===== src/hdl/pin_mux_pkg.sv =====
// constants, field layouts and carrier types of the gpio pin mux slice
// assumes one 25 mhz clock domain and a plain strobe register port
package pin_mux_pkg;

  // ==========================================================
  // register byte addresses
  localparam logic [31:0] P4_CFG_ADDR = 32'hfff83040;
  localparam logic [31:0] P4_DIR_ADDR = 32'hfff83044;
  localparam logic [31:0] P4_OUT_ADDR = 32'hfff83048;
  localparam logic [31:0] P4_IN_ADDR = 32'hfff8304c;
  localparam logic [31:0] P5_SEL_ADDR = 32'hfff83050;

  // ==========================================================
  // field positions and widths
  localparam int P4_BIT = 10;
  localparam int P4_CFG_LSB = 20;
  localparam int FIELD_W = 2;
  localparam int P5_PINS = 13;
  localparam int P5_SEL_W = 26;
  localparam int ALT_SEL_LO = 1;
  localparam int ALT_SEL_HI = 3;

  // ==========================================================
  // reset values
  localparam logic [1:0] P4_CFG_RESET = 2'h1;
  localparam logic P4_DIR_RESET = 1'b0;
  localparam logic P4_OUT_RESET = 1'b0;
  localparam logic [P5_SEL_W-1:0] P5_SEL_RESET = 26'h0000000;
  localparam logic [31:0] RD_IDLE = 32'h00000000;
  localparam logic ALT_IDLE = 1'b1;

  // ==========================================================
  // function select codes
  localparam logic [1:0] SEL_GPIO = 2'h0;
  localparam logic [1:0] SEL_ALT1 = 2'h1;
  localparam logic [1:0] SEL_ALT2 = 2'h2;
  localparam logic [1:0] SEL_ALT3 = 2'h3;

  // pad behaviour of one selected function
  typedef enum logic [1:0]
  {
    KIND_NONE = 2'h0,
    KIND_IN = 2'h1,
    KIND_OUT = 2'h2,
    KIND_IO = 2'h3
  } pin_kind_type;

  // ==========================================================
  // carriers
  typedef struct packed
  {
    logic [31:0] addr;
    logic [31:0] wrData;
    logic wrStb;
    logic rdStb;
  } reg_req_type;

  // peripheral levels and drive enables, per pin and alt code 1..3
  typedef struct packed
  {
    logic [P5_PINS-1:0][ALT_SEL_HI:ALT_SEL_LO] level;
    logic [P5_PINS-1:0][ALT_SEL_HI:ALT_SEL_LO] drive;
  } alt_src_type;

  // port 5 gpio data and output enable from the gpio core
  typedef struct packed
  {
    logic [P5_PINS-1:0] out;
    logic [P5_PINS-1:0] outEn;
  } gpio_drive_type;

endpackage : pin_mux_pkg


===== src/hdl/gpio_pin_mux.sv =====
// port 4 data registers and port 5 pin function multiplexer
// assumes pins arrive asynchronously, peripherals and the gpio core share
// sys_clk, and the pad ring resolves out/oe_n into real pads

// Behaviour
// RULE1 - port 4 pin drives stored output bit
// RULE2 - only bit 10 stored, other writes ignored
// RULE3 - port 4 output data resets to zero
// RULE4 - input bit 10 shows live pin level
// RULE5 - unused input data bits read zero
// RULE6 - input data has no reset value
// RULE7 - thirteen two-bit select fields, reset zero
// RULE8 - code 00 gives plain bidirectional gpio
// RULE9 - pins 0-3 code 01 uart functions
// RULE10 - pin 4: uart2 tx, cts, ps2 clock
// RULE11 - pin 5: uart2 rx, rts, ps2 data
// RULE12 - pins 6-7: i2c a, sync serial, timers
// RULE13 - pins 8-9: i2c b, sync serial, keypad
// RULE14 - pin 10: watchdog or usb power enable
// RULE15 - pins 11-12: interrupts, usb overcurrent input
// RULE16 - port 4 drives only when enabled and gpio
// RULE17 - software avoids reserved select codes
module gpio_pin_mux
(
  input wire logic sys_clk,
  input wire logic rst_b,
  input wire pin_mux_pkg::reg_req_type regReq,
  output logic [31:0] rdData_ff,
  input wire logic port4PinIn,
  output logic port4PinOut_ff,
  output logic port4PinOeN_ff,
  input wire logic [pin_mux_pkg::P5_PINS-1:0] port5PinIn,
  output logic [pin_mux_pkg::P5_PINS-1:0] port5PinOut_ff,
  output logic [pin_mux_pkg::P5_PINS-1:0] port5PinOeN_ff,
  input wire pin_mux_pkg::gpio_drive_type gpio5Drive,
  output logic [pin_mux_pkg::P5_PINS-1:0] gpio5In_ff,
  input wire pin_mux_pkg::alt_src_type altSrc,
  output logic [pin_mux_pkg::P5_PINS-1:0]
    [pin_mux_pkg::ALT_SEL_HI:pin_mux_pkg::ALT_SEL_LO] altIn_ff
);

  // ==========================================================
  // pad kind of each port 5 pin and select code
  function automatic pin_mux_pkg::pin_kind_type pinKind
  (
    input int pin,
    input logic [1:0] sel
  );
    pin_mux_pkg::pin_kind_type kind;
    kind = pin_mux_pkg::KIND_NONE;
    if (sel == pin_mux_pkg::SEL_GPIO)
    begin
      kind = pin_mux_pkg::KIND_IO; // [RULE8]
    end
    else
    begin
      unique case (pin)
        // output, uart0 rx, uart1 tx, uart1 rx; upper codes reserved
        0, 2: kind = (sel == pin_mux_pkg::SEL_ALT1) ?
          pin_mux_pkg::KIND_OUT : pin_mux_pkg::KIND_NONE; // [RULE9]
        1, 3: kind = (sel == pin_mux_pkg::SEL_ALT1) ?
          pin_mux_pkg::KIND_IN : pin_mux_pkg::KIND_NONE; // [RULE9]
        // uart2 tx, uart1 cts in, ps2 clock out
        4: kind = (sel == pin_mux_pkg::SEL_ALT2) ?
          pin_mux_pkg::KIND_IN : pin_mux_pkg::KIND_OUT; // [RULE10]
        // uart2 rx in, uart1 rts out, ps2 data both ways
        5:
        begin
          unique case (sel)
            pin_mux_pkg::SEL_ALT1: kind = pin_mux_pkg::KIND_IN; // [RULE11]
            pin_mux_pkg::SEL_ALT2: kind = pin_mux_pkg::KIND_OUT; // [RULE11]
            default: kind = pin_mux_pkg::KIND_IO; // [RULE11]
          endcase
        end
        // i2c a, sync serial frame/tx, timer outputs
        6, 7: kind = (sel == pin_mux_pkg::SEL_ALT1) ?
          pin_mux_pkg::KIND_IO : pin_mux_pkg::KIND_OUT; // [RULE12]
        // i2c b, sync serial clock, keypad row
        8: kind = (sel == pin_mux_pkg::SEL_ALT1) ?
          pin_mux_pkg::KIND_IO : pin_mux_pkg::KIND_OUT; // [RULE13]
        // i2c b data, sync serial receive, keypad row
        9:
        begin
          unique case (sel)
            pin_mux_pkg::SEL_ALT1: kind = pin_mux_pkg::KIND_IO; // [RULE13]
            pin_mux_pkg::SEL_ALT2: kind = pin_mux_pkg::KIND_IN; // [RULE13]
            default: kind = pin_mux_pkg::KIND_OUT; // [RULE13]
          endcase
        end
        // watchdog, usb power enable; top code reserved
        10: kind = (sel == pin_mux_pkg::SEL_ALT3) ?
          pin_mux_pkg::KIND_NONE : pin_mux_pkg::KIND_OUT; // [RULE14]
        // interrupt a only
        11: kind = (sel == pin_mux_pkg::SEL_ALT1) ?
          pin_mux_pkg::KIND_IN : pin_mux_pkg::KIND_NONE; // [RULE15]
        // interrupt b, usb overcurrent
        12: kind = (sel == pin_mux_pkg::SEL_ALT3) ?
          pin_mux_pkg::KIND_NONE : pin_mux_pkg::KIND_IN; // [RULE15]
        default: kind = pin_mux_pkg::KIND_NONE;
      endcase
    end
    return kind;
  endfunction : pinKind

  // ==========================================================
  // register access decode
  logic wrCfg4;
  logic wrDir4;
  logic wrOut4;
  logic wrSel5;

  assign wrCfg4 = regReq.wrStb && (regReq.addr == pin_mux_pkg::P4_CFG_ADDR);
  assign wrDir4 = regReq.wrStb && (regReq.addr == pin_mux_pkg::P4_DIR_ADDR);
  assign wrOut4 = regReq.wrStb && (regReq.addr == pin_mux_pkg::P4_OUT_ADDR);
  assign wrSel5 = regReq.wrStb && (regReq.addr == pin_mux_pkg::P5_SEL_ADDR);

  // ==========================================================
  // software registers
  logic [1:0] port4Function_ff;
  logic port4_output_enable_ff;
  logic port4_out_bit_ff;
  logic [pin_mux_pkg::P5_SEL_W-1:0] port5_function_select_ff;

  // port 4 function field, resets to a non-gpio function
  always_ff @(posedge sys_clk or negedge rst_b)
  begin
    if (!rst_b)
      port4Function_ff <= pin_mux_pkg::P4_CFG_RESET;
    else if (wrCfg4)
      port4Function_ff <=
        regReq.wrData[pin_mux_pkg::P4_CFG_LSB +: pin_mux_pkg::FIELD_W];
  end

  // port 4 output enable
  always_ff @(posedge sys_clk or negedge rst_b)
  begin
    if (!rst_b)
      port4_output_enable_ff <= pin_mux_pkg::P4_DIR_RESET;
    else if (wrDir4)
      port4_output_enable_ff <= regReq.wrData[pin_mux_pkg::P4_BIT];
  end

  // port 4 output data: one stored bit, the rest of the word dropped
  always_ff @(posedge sys_clk or negedge rst_b)
  begin
    if (!rst_b)
      port4_out_bit_ff <= pin_mux_pkg::P4_OUT_RESET; // [RULE3]
    else if (wrOut4)
      port4_out_bit_ff <= regReq.wrData[pin_mux_pkg::P4_BIT]; // [RULE2]
  end

  // port 5 select fields; bits 31:26 are not stored
  always_ff @(posedge sys_clk or negedge rst_b)
  begin
    if (!rst_b)
      port5_function_select_ff <= pin_mux_pkg::P5_SEL_RESET; // [RULE7]
    else if (wrSel5)
      port5_function_select_ff <=
        regReq.wrData[pin_mux_pkg::P5_SEL_W-1:0]; // [RULE7]
  end

  // ==========================================================
  // pin synchronisers; stage one feeds only stage two
  logic port4Meta_ff;
  logic port4Sync_ff;
  logic [pin_mux_pkg::P5_PINS-1:0] port5Meta_ff;
  logic [pin_mux_pkg::P5_PINS-1:0] port5Sync_ff;

  // no reset value needed in spirit, but keep outputs defined
  always_ff @(posedge sys_clk or negedge rst_b)
  begin
    if (!rst_b)
    begin
      port4Meta_ff <= 1'b0;
      port4Sync_ff <= 1'b0;
      port5Meta_ff <= '0;
      port5Sync_ff <= '0;
    end
    else
    begin
      port4Meta_ff <= port4PinIn;
      port4Sync_ff <= port4Meta_ff;
      port5Meta_ff <= port5PinIn;
      port5Sync_ff <= port5Meta_ff;
    end
  end

  // ==========================================================
  // register read port, data valid only in the cycle after the strobe
  logic [31:0] nxt_rdData;

  always_comb
  begin
    nxt_rdData = pin_mux_pkg::RD_IDLE;
    if (regReq.rdStb)
    begin
      unique case (regReq.addr)
        pin_mux_pkg::P4_CFG_ADDR:
          nxt_rdData[pin_mux_pkg::P4_CFG_LSB +: pin_mux_pkg::FIELD_W] =
            port4Function_ff;
        pin_mux_pkg::P4_DIR_ADDR:
          nxt_rdData[pin_mux_pkg::P4_BIT] = port4_output_enable_ff;
        pin_mux_pkg::P4_OUT_ADDR:
          nxt_rdData[pin_mux_pkg::P4_BIT] = port4_out_bit_ff;
        // live pin level whatever the mode; other bits stay zero
        pin_mux_pkg::P4_IN_ADDR:
          nxt_rdData[pin_mux_pkg::P4_BIT] = port4Sync_ff; // [RULE4] [RULE5]
        pin_mux_pkg::P5_SEL_ADDR:
          nxt_rdData[pin_mux_pkg::P5_SEL_W-1:0] = port5_function_select_ff;
        default:
          nxt_rdData = pin_mux_pkg::RD_IDLE; // unmapped reads as zero
      endcase
    end
  end

  // input data follows the pin; the reset zero is only the sync flops
  always_ff @(posedge sys_clk or negedge rst_b)
  begin
    if (!rst_b)
      rdData_ff <= pin_mux_pkg::RD_IDLE; // [RULE6]
    else
      rdData_ff <= nxt_rdData;
  end

  // ==========================================================
  // port 4 pad: driven only in gpio mode with the enable set
  logic port4Drive;

  assign port4Drive = port4_output_enable_ff &&
    (port4Function_ff == pin_mux_pkg::SEL_GPIO); // [RULE16]

  always_ff @(posedge sys_clk or negedge rst_b)
  begin
    if (!rst_b)
    begin
      port4PinOut_ff <= pin_mux_pkg::P4_OUT_RESET;
      port4PinOeN_ff <= 1'b1;
    end
    else
    begin
      port4PinOut_ff <= port4_out_bit_ff; // [RULE1]
      port4PinOeN_ff <= !port4Drive; // [RULE1] [RULE16]
    end
  end

  // ==========================================================
  // port 5 pad multiplexer, one slice per pin
  logic [pin_mux_pkg::P5_PINS-1:0] nxt_port5Out;
  logic [pin_mux_pkg::P5_PINS-1:0] nxt_port5OeN;
  logic [pin_mux_pkg::P5_PINS-1:0]
    [pin_mux_pkg::ALT_SEL_HI:pin_mux_pkg::ALT_SEL_LO] nxt_altIn;

  genvar gp;
  genvar gs;
  generate
    for (gp = 0; gp < pin_mux_pkg::P5_PINS; gp++)
    begin : g_pin
      logic [1:0] sel;
      pin_mux_pkg::pin_kind_type kind;

      assign sel = port5_function_select_ff[gp*pin_mux_pkg::FIELD_W +:
        pin_mux_pkg::FIELD_W]; // [RULE7]
      assign kind = pinKind(gp, sel);

      // reserved codes leave the pad floating, the safest guess
      always_comb
      begin
        nxt_port5Out[gp] = 1'b0;
        nxt_port5OeN[gp] = 1'b1;
        if (sel == pin_mux_pkg::SEL_GPIO)
        begin
          nxt_port5Out[gp] = gpio5Drive.out[gp]; // [RULE8]
          nxt_port5OeN[gp] = !gpio5Drive.outEn[gp]; // [RULE8]
        end
        else
        begin
          nxt_port5Out[gp] = altSrc.level[gp][sel];
          unique case (kind)
            pin_mux_pkg::KIND_OUT: nxt_port5OeN[gp] = 1'b0;
            pin_mux_pkg::KIND_IO:
              nxt_port5OeN[gp] = !altSrc.drive[gp][sel];
            pin_mux_pkg::KIND_IN: nxt_port5OeN[gp] = 1'b1;
            pin_mux_pkg::KIND_NONE: nxt_port5OeN[gp] = 1'b1; // [RULE17]
          endcase
        end
      end

      // unselected peripheral inputs idle high so active-low
      // interrupts and open-drain lines see no false edge
      for (gs = pin_mux_pkg::ALT_SEL_LO; gs <= pin_mux_pkg::ALT_SEL_HI;
        gs++)
      begin : g_alt
        assign nxt_altIn[gp][gs] =
          ((sel == 2'(gs)) && ((kind == pin_mux_pkg::KIND_IN) ||
          (kind == pin_mux_pkg::KIND_IO))) ?
          port5Sync_ff[gp] : pin_mux_pkg::ALT_IDLE;
      end
    end
  endgenerate

  // registered pad drive, peripheral inputs and gpio input levels
  always_ff @(posedge sys_clk or negedge rst_b)
  begin
    if (!rst_b)
    begin
      port5PinOut_ff <= '0;
      port5PinOeN_ff <= '1;
      altIn_ff <= '1;
      gpio5In_ff <= '0;
    end
    else
    begin
      port5PinOut_ff <= nxt_port5Out;
      port5PinOeN_ff <= nxt_port5OeN;
      altIn_ff <= nxt_altIn;
      gpio5In_ff <= port5Sync_ff;
    end
  end

endmodule : gpio_pin_mux


===== config.mk =====
export PLATFORM = sky130hd
export DESIGN_NAME = gpio_pin_mux
export DESIGN_NICKNAME = d
export VERILOG_FILES = /design/src/hdl/pin_mux_pkg.sv /design/src/hdl/gpio_pin_mux.sv
export SDC_FILE = /design/constraint.sdc
export NUM_CORES = 1
export LEC_CHECK = 0
export BUFFER_PORTS_ARGS = -buffer_cell sky130_fd_sc_hd__buf_2
export CAP_MARGIN = 20
export CORE_UTILIZATION = 41
export CTS_CLUSTER_SIZE = 30
export DETAILED_ROUTE_END_ITERATION = 8
export PLACE_DENSITY = 0.77
export SLEW_MARGIN = 20
export SYNTH_ARGS = -nofsm -noshare
export SYNTH_HDL_FRONTEND = slang
export SYNTH_SLANG_ARGS = --single-unit

===== constraint.sdc =====
create_clock -name sys_clk -period 1.18 [get_ports sys_clk]
set_input_delay 0.236 -clock sys_clk [delete_from_list [all_inputs] [get_ports sys_clk]]
set_output_delay 0.236 -clock sys_clk [all_outputs]
set_load 0.02 [all_outputs]

== After elaboration in Yosys (flattened, before gate mapping) ==
Cells that the tools add are included.

* Order comparisons: 13
* Eq/ne operators: 83
* Muxes and demuxes: 162
* Reductions and logical operators: 124

{| class="wikitable"
|+ Operators by type and width
! operator !! count
|-
| == test 32 bit, second input constant || 5
|-
| == test 2 bit, second input constant || 52
|-
| 2-to-1 mux 1 bit || 101
|-
| zero test 2 bit || 27
|-
| binary-select mux 1 bit (select 2 bit) || 26
|-
| == test 2 x 1 -> 1 bit, second input constant || 26
|-
| logical AND 1 bit || 44
|-
| < comparator 2 x 3 -> 1 bit, second input constant || 13
|-
| case mux 1 bit (3 select lines) || 13
|-
| 2-to-1 mux 2 bit || 14
|-
| zero test 1 bit || 27
|-
| 2-to-1 mux 26 bit || 1
|-
| OR reduction 2 bit || 13
|-
| logical OR 1 bit || 13
|-
| case mux 2 bit (2 select lines) || 3
|-
| 2-to-1 mux 10 bit || 1
|-
| 2-to-1 mux 9 bit || 1
|-
| 2-to-1 mux 4 bit || 1
|-
| case mux 1 bit (4 select lines) || 1
|}

* Bits in registers: 170
* Bits of input ports: 186
* Output and inout port bits: 112

== Logic depth before layout (Yosys ltp) ==
Gate-level depths: netlist of run 1.

* Depth after elaboration: 7
* Gate-level depth with buffers: 6
* Gate-level depth less buffers: 5

== Worst setup path before layout of run 1 ==
Ideal clock, no wire load.

* Path kind: input-to-reg
* Start point: in regReq[43] (netlist bit)
* End point: reg port5_function_select_ff[10] (netlist bit)
* Arrival time: 1.869 ns
* Slack: -0.814 ns
* Cell stages on the path: 5
* Path buffers: 1
* Cells stage by stage: or4_1 nor4_4 nand4_4 buf_6 mux2_4

* Word-level cells in the longest chain between the ends: 2

{| class="wikitable"
|+ RTL lines
! element !! line !! RTL
|-
| start, declared || gpio_pin_mux.sv:27 || <nowiki>input wire pin_mux_pkg::reg_req_type regReq,</nowiki>
|-
| == test 32 bit || gpio_pin_mux.sv:115 || <nowiki>assign wrSel5 = regReq.wrStb && (regReq.addr == pin_mux_pkg::P5_SEL_ADDR);</nowiki>
|-
| logical AND 1 bit || gpio_pin_mux.sv:115 ||
|-
| end signal, assigned || gpio_pin_mux.sv:156 || <nowiki>port5_function_select_ff <= pin_mux_pkg::P5_SEL_RESET;</nowiki>
|-
| end signal, assigned || gpio_pin_mux.sv:158 || <nowiki>port5_function_select_ff <=</nowiki>
|-
| end, declared || gpio_pin_mux.sv:122 || <nowiki>logic [pin_mux_pkg::P5_SEL_W-1:0] port5_function_select_ff;</nowiki>
|}

No other way between the ends.
A chain may end at the register's enable or synchronous reset.

== Final worst setup path of run 1 ==
* Start point: in regReq[51] (netlist bit)
* End point: reg port5_function_select_ff[13] (netlist bit)

The elaborated chain is that of the path after synthesis.

==> impl_metrics.ini, run 1 <==
[outcome]
status = complete, but fails checks
violations = negative setup slack

[synthesis]
synth_xor_area_frac = 0
synthSimpleGateAreaFrac = 0.0971
syn-cell-area_um2 = 5740
synth_top_family_by_area = multiplexers
synth.distinct_cells = 39
yosys.area.top_type = dfrtp_1
synth_area_leaders = dfrtp_1 (48%), dfstp_2 (25%), mux2_4 (5.2%)
synth_edf_count = 0
synth_most_common_cell = dfrtp_1
netlist_instances = 334
synth-main-ff-cell = dfrtp_1
yosysWarnings = 0
async_flop_share = 1.00
ys_seq_area_frac = 0.727
synth-seq-cells = 164
synth.top_cell.area_share = 0.480
synth_common_cells = dfrtp_1 (110), dfstp_2 (54), and2_1 (23), mux2_4 (20), nor2_1 (14)
synthMuxAreaShare = 0.125
synth-compound-area-share = 0.0201
avgSynthCellArea_um2 = 17.2
synth_fa_ha_area_frac = 0.0131

[setup_path]
arrival_ns = 1.86
cp_max_fo = 14
rr_endpoint = port5PinOeN_ff[5]$_DFF_PN1_
cp_slowest_cell = or4b_4
startpoint = regReq[51]
rr_worst_depth = 4
startpoint_type = input port
regToRegSetupSlack_ns = -0.11
max_stage_delay_ns = 0.54
critPathKind = input port to flip-flop
critPathCapture = port5_function_select_ff[13]$_DFFE_PN0P_
crit_path_end_kind = flip-flop
cp_data_required_time_ns = 1.48
reg2reg_from = port5_function_select_ff[10]$_DFFE_PN0P_
crit_chain = buf_6 > or4b_4 > nor4_4 > nand4_4 > buf_12 > mux2_4

[finish]
fillerInstances = 883
layout-drive-gt1-share = 0.637
area_growth_pct = 61.5
design_area_um2 = 9260
final_cells = 872
final_nets = 874
multi_input_area_um2 = 1690
seq_area_um2 = 4180

[global_route]
overflow = 0
gr-usage-all-layers = 0.211
antenna_found_initial = 1
grt_max_degree = 47
first_global_vias = 4487
grt_first_pass_wirelength_mm = 22.8

[die]
die_w_um = 120
dieArea_um2 = 14500
start_util = 0.426
fp.coreArea_um2 = 13500
ios = 298
die_y_um = 120
core.rowCount = 42

[power_and_ir_drop]
combPwrFrac = 0.078
switching_share = 0.215
finalPower_mw = 12.9
internal_power_mw = 10.1
p_per_area_nw_per_um2 = 1390
clockPowerShare = 0.464
peakVddDrop_v = 0.000849
p_seq_frac = 0.458
p_leak_nw = 4.54
p_switching_mw = 2.77

[route]
final_antenna_net_count = 0
via_per_inst = 4.67
first_pass_iters = 4
drt-total-wl_mm = 14.7
drt_iter0_markers = 116
wire_per_inst_um = 16.8
num_vias = 4070
drc = 0

[job]
cap_violations = 0

[timing]
period_share = 1.33
finalHoldViolCount = 0
setup_violations = 113
fmax_mhz = 637
clock_skew_ns = 0.00766
rsz0062_at_grt = yes
min_period_ns = 1.57
finalHoldWorstSlack_ns = 0.0394
report.final.slew_viol_count = 0
setup_ws_ns = -0.389

[min_path]
hold_depth = 3
hp-class = input port to flip-flop
hp-start = altSrc[27]

[cts]
clk_latency_ns = 0.42
cts_sinks = 164
numCtsBuffers = 17
max-clock-path-buffers = 2
clockRootBuffer = clkbuf_16
cts.clk_slew.worst_paths_ns = 0.06
cts_tree = done
ctsHtreeMaxLevel = 4

[placement]
post-place-cells = 807
dpl.hpwl_mm = 9.91
portBuffers = 253
gp_congestion = 0.821
postPlaceCellArea_um2 = 7550
==> worst min-delay path by stage <==
| stage | to |
|---|---|
| global route | port5PinOeN_ff[9]$_DFF_PN1_ |
| CTS | port5PinOeN_ff[9]$_DFF_PN1_ |
| detailed placement | port5Meta_ff[4]$_DFF_PN0_ |
| floorplan | gpio5In_ff[0]$_DFF_PN0_ |
| finish | port5PinOeN_ff[9]$_DFF_PN1_ |
| global placement | port5Meta_ff[4]$_DFF_PN0_ |
==> cell families after synthesis <==
| group | count (synthesis) |
|---|---|
| flops | 164 |
| fa+ha+maj | 6 |
| buf+inv | 15 |
| other cells | 2 |
| simple gates | 85 |
| mux | 45 |
| compound gates | 17 |
==> flip-flops by register name, indices dropped and copies added, names as in the netlist, 2 cells and up <==
register and cells:
port5Sync_ff 13, port4Function_ff 2, port5_function_select_ff 26, port5PinOut_ff 13, port5Meta_ff 13, gpio5In_ff 13, altIn_ff 39, rdData_ff 26
port5PinOeN_ff 13
==> area by class of cell <==
type	count	area share
sequential	164	0.451
timing repair buffer	311	0.271
multi-input combinational	184	0.182
clock buffer	17	0.0459
clock inverter	15	0.0243
tap	176	0.0238
inverter	4	0.00189
antenna	1	0.000270
==> what timing repair did <==
item,4_1_cts,5_1_grt
hold buffers,27,0
cloned,0,0
endpoints found under the hold margin,55,0
setup buffers,1,4
gates resized for setup,214,19
endpoints found under the setup margin,158,158
pin swaps,2,2
==> per-stage QoR <==
stage	util	setup WS, ns	setup TNS, ns
floorplan	-	-0.778	-35.02
global placement	0.561	-0.798	-42.50
detailed placement	0.561	-0.808	-43.25
CTS	0.681	-0.348	-24.70
global route	0.689	-0.419	-29.92
finish	0.689	-0.389	-26.06
==> layout by cell type, fill, tap and decap left out, types with 3 or more instances in the layout <==
cell           Yosys  final
a211oi_1           3      3
a21oi_1            3      3
and2_1            23     21
buf_12             0      6
buf_2              2    147
buf_4              6     24
buf_6              2    107
bufinv_16          0      5
clkbuf_16          0     17
clkinv_2           0      4
conb_1             2     31
dfrtp_1          110    107
dfrtp_2            0      3
dfstp_2           54     54
dlygate4sd3_1      0     27
ha_1               6      4
inv_6              0      3
mux2_2             8      6
mux2_4            20     25
mux4_2            12     12
nand2_1            9      9
nand2b_1           3      3
nand4_1            6      6
nor2_1            14     11
nor2b_1            4      3
nor3_1             3      3
o21ai_1            0      3
or3b_2            10      9
==> critical path: cells and delay by family <==
family	cells	cell delay (ns)
AND/OR/NAND/NOR	3	1.03
multiplexers	1	0.30
buffers and inverters	2	0.28
==> layer usage <==
layer	up-vias	part of all wire	GRT usage
li1	1826	-	-
met1	2020	0.35	0.226
met2	192	0.56	0.387
met3	32	0.060	0.0557
met4	0	0.024	0.0941
met5	-	0	0
==> power by group through the flow <==
| stage | sequential, mW | clock (mW) | combinational [mW] |
|---|---|---|---|
| 6_report | 5.92 | 6.00 | 1.00 |
| 5_1_grt | 5.93 | 6.38 | 1.08 |
| 4_1_cts | 5.92 | 6.12 | 0.989 |
| 3_5_place_dp | 5.98 | 0 | 0.788 |
| 3_3_place_gp | 5.97 | 0 | 0.765 |
| 2_1_floorplan | 6.13 | 0 | 0.114 |
Power figures use the tool's default switching activity.
==> run 2, diff against run 1 <==
--- a/config.mk
+++ b/config.mk
@@ -7,10 +7,11 @@
 export LEC_CHECK = 0
 export BUFFER_PORTS_ARGS = -buffer_cell sky130_fd_sc_hd__buf_2
 export CAP_MARGIN = 20
-export CORE_UTILIZATION = 41
+export CORE_UTILIZATION = 45
 export CTS_CLUSTER_SIZE = 30
 export DETAILED_ROUTE_END_ITERATION = 8
-export PLACE_DENSITY = 0.77
+export PLACE_DENSITY = 0.8
+export SKIP_CTS_REPAIR_TIMING = 1
 export SLEW_MARGIN = 20
 export SYNTH_ARGS = -nofsm -noshare
 export SYNTH_HDL_FRONTEND = slang
==> constraint.sdc (replaced) <==
create_clock -name sys_clk -period 1.75 [get_ports sys_clk]
set_input_delay 0.35 -clock sys_clk [delete_from_list [all_inputs] [get_ports sys_clk]]
set_output_delay 0.35 -clock sys_clk [all_outputs]
set_load 0.02 [all_outputs]
==> impl_metrics.ini, run 2 (synthesis results as in run 1) <==
[timing]
setup_ws_ns = 0.0688
period_share = 0.961
finalHoldViolCount = 0
clock_skew_ns = 0.00606
setup_violations = 0
report.final.slew_viol_count = 0
min_period_ns = 1.68
fmax_mhz = 595
rsz0062_at_grt = no

[finish]
area_growth_pct = 40.6
fillerInstances = 905
largest_reg_flops = 39
seq_area_um2 = 4170
regMostFlops = altIn_ff
final_cell_mix = buf_2 (252), dfrtp_1 (110), dfstp_2 (54)
final_nets = 835
final_common_cell = buf_2
layout-drive-gt1-share = 0.628
multi_input_area_um2 = 1590
largestRegisters = altIn_ff: 39 flops, port5_function_select_ff: 26 flops, rdData_ff: 26 flops
design_area_um2 = 8070
final_cells = 825
post-route-util = 0.661

[cts]
cts_sinks = 164
cts.clk_slew.worst_paths_ns = 0.07
clockRootBuffer = clkbuf_16
clk_latency_ns = 0.42
numCtsBuffers = 17
ctsHtreeMaxLevel = 4
max-clock-path-buffers = 2
cts_tree = done

[placement]
post-place-cells = 790
portBuffers = 253
dpl.hpwl_mm = 9.55
dpl_worst_slack_ns = -0.383
postPlaceCellArea_um2 = 7440
gp_congestion = 0.789

[power_and_ir_drop]
clockPowerShare = 0.455
p_switching_mw = 1.89
combPwrFrac = 0.063
p_seq_frac = 0.482
p_leak_nw = 4.11
p_per_area_nw_per_um2 = 1020
internal_power_mw = 6.34
finalPower_mw = 8.24
switching_share = 0.230
peakVddDrop_v = 0.000634

[die]
ios = 298
start_util = 0.470
dieArea_um2 = 13200
fp.coreArea_um2 = 12200
core.rowCount = 40
die_y_um = 115
die_w_um = 115

[route]
drt-total-wl_mm = 12.8
num_vias = 3852
wire_per_inst_um = 15.5
final_antenna_net_count = 0
first_pass_iters = 4
via_per_inst = 4.67
drt_iter0_markers = 179
drc = 0

[min_path]
hp-class = input port to flip-flop

[setup_path]
startpoint_type = input port
cp_slowest_cell = or4b_4
crit_path_end_kind = flip-flop
arrival_ns = 1.99
cp_max_fo = 14
max_stage_delay_ns = 0.54
path_delay_family = simple AND/OR/NAND/NOR gates
cp_num_buf_inv = 2
critPathKind = input port to flip-flop
cp_data_required_time_ns = 2.05
crit_chain = buf_2 > or4b_4 > nor4_4 > nand4_4 > buf_12 > mux2_4

[global_route]
gr-usage-all-layers = 0.203
grt_first_pass_wirelength_mm = 19.7
grt_max_degree = 50
first_global_vias = 4022
antenna_found_initial = 1
overflow = 0

[outcome]
status = complete, no violations

[job]
cap_violations = 0
==> run 2: changes by cell type in the layout (fill, tap and decap cells not counted), moves of 3 or more <==
cell	change
clkinv_2	-3
o21ai_1	-3
nor2_1	+3
dlygate4sd3_1	-26
dfrtp_2	-3
dfrtp_1	+3
mux2_1	+3
buf_4	-11
buf_6	-106
buf_2	+105
o21ai_0	+3
mux2_4	-5
bufinv_16	-3
==> run 2: layout make-up <==
type,instances,area share
sequential,164,0.517
multi-input combinational,184,0.197
timing repair buffer,272,0.183
clock buffer,18,0.0544
tap,168,0.0261
clock inverter,14,0.0202
inverter,4,0.00186
antenna,1,0.000310
==> run 2: stage by stage <==
| step | hold WS (ns) | setup TNS (ns) |
|---|---|---|
| final | 0.0336 | 0 |
| after global routing | 0.0122 | 0 |
| after CTS | -0.172 | 0 |
| after detailed placement | 0.287 | -19.11 |
| after global placement | 0.281 | -17.26 |
| after floorplan | 0.0544 | -10.05 |
==> run 2: routing by layer <==
metal	GRT usage	routed length, um	vias up
met5	0	13	-
met1	0.213	4610	1911
met3	0.0807	1120	22
li1	-	-	1739
met2	0.369	6870	178
met4	0.0693	204	2
==> run 2: path summary, 6_finish.rpt <==
kind / cells past startpoint / startpoint / end / slack (ns)
setup / recovery: 6 / regReq[51] / port5_function_select_ff[13]$_DFFE_PN0P_ / 0.07
hold / removal: 1 / port4PinIn / port4Meta_ff$_DFF_PN0_ / 0.03
setup reg to reg: 4 / port5_function_select_ff[10]$_DFFE_PN0P_ / port5PinOeN_ff[5]$_DFF_PN1_ / 0.31
hold reg to reg: 0 / port5Meta_ff[1]$_DFF_PN0_ / port5Sync_ff[1]$_DFF_PN0_ / 0.35
max in group asynchronous: 3 / rst_b / port5PinOeN_ff[0]$_DFF_PN1_ / 0.69
min in group asynchronous: 2 / rst_b / port5_function_select_ff[7]$_DFFE_PN0P_ / 0.40
==> run 2: worst reg2reg max path, delay by kind of cell, from the launching register on <==
family | cells | cell delay [ns]
flops | 1 | 0.49
mux | 1 | 0.37
compound gates | 3 | 0.49
==> run 2: power by group through the flow <==
stage / combinational (mW) / sequential, mW / clock (mW)
floorplan: 0.0760 / 4.13 / 0
global placement: 0.506 / 4.03 / 0
detailed placement: 0.522 / 4.03 / 0
CTS: 0.524 / 3.97 / 3.84
global route: 0.571 / 3.97 / 3.98
finish: 0.520 / 3.97 / 3.75
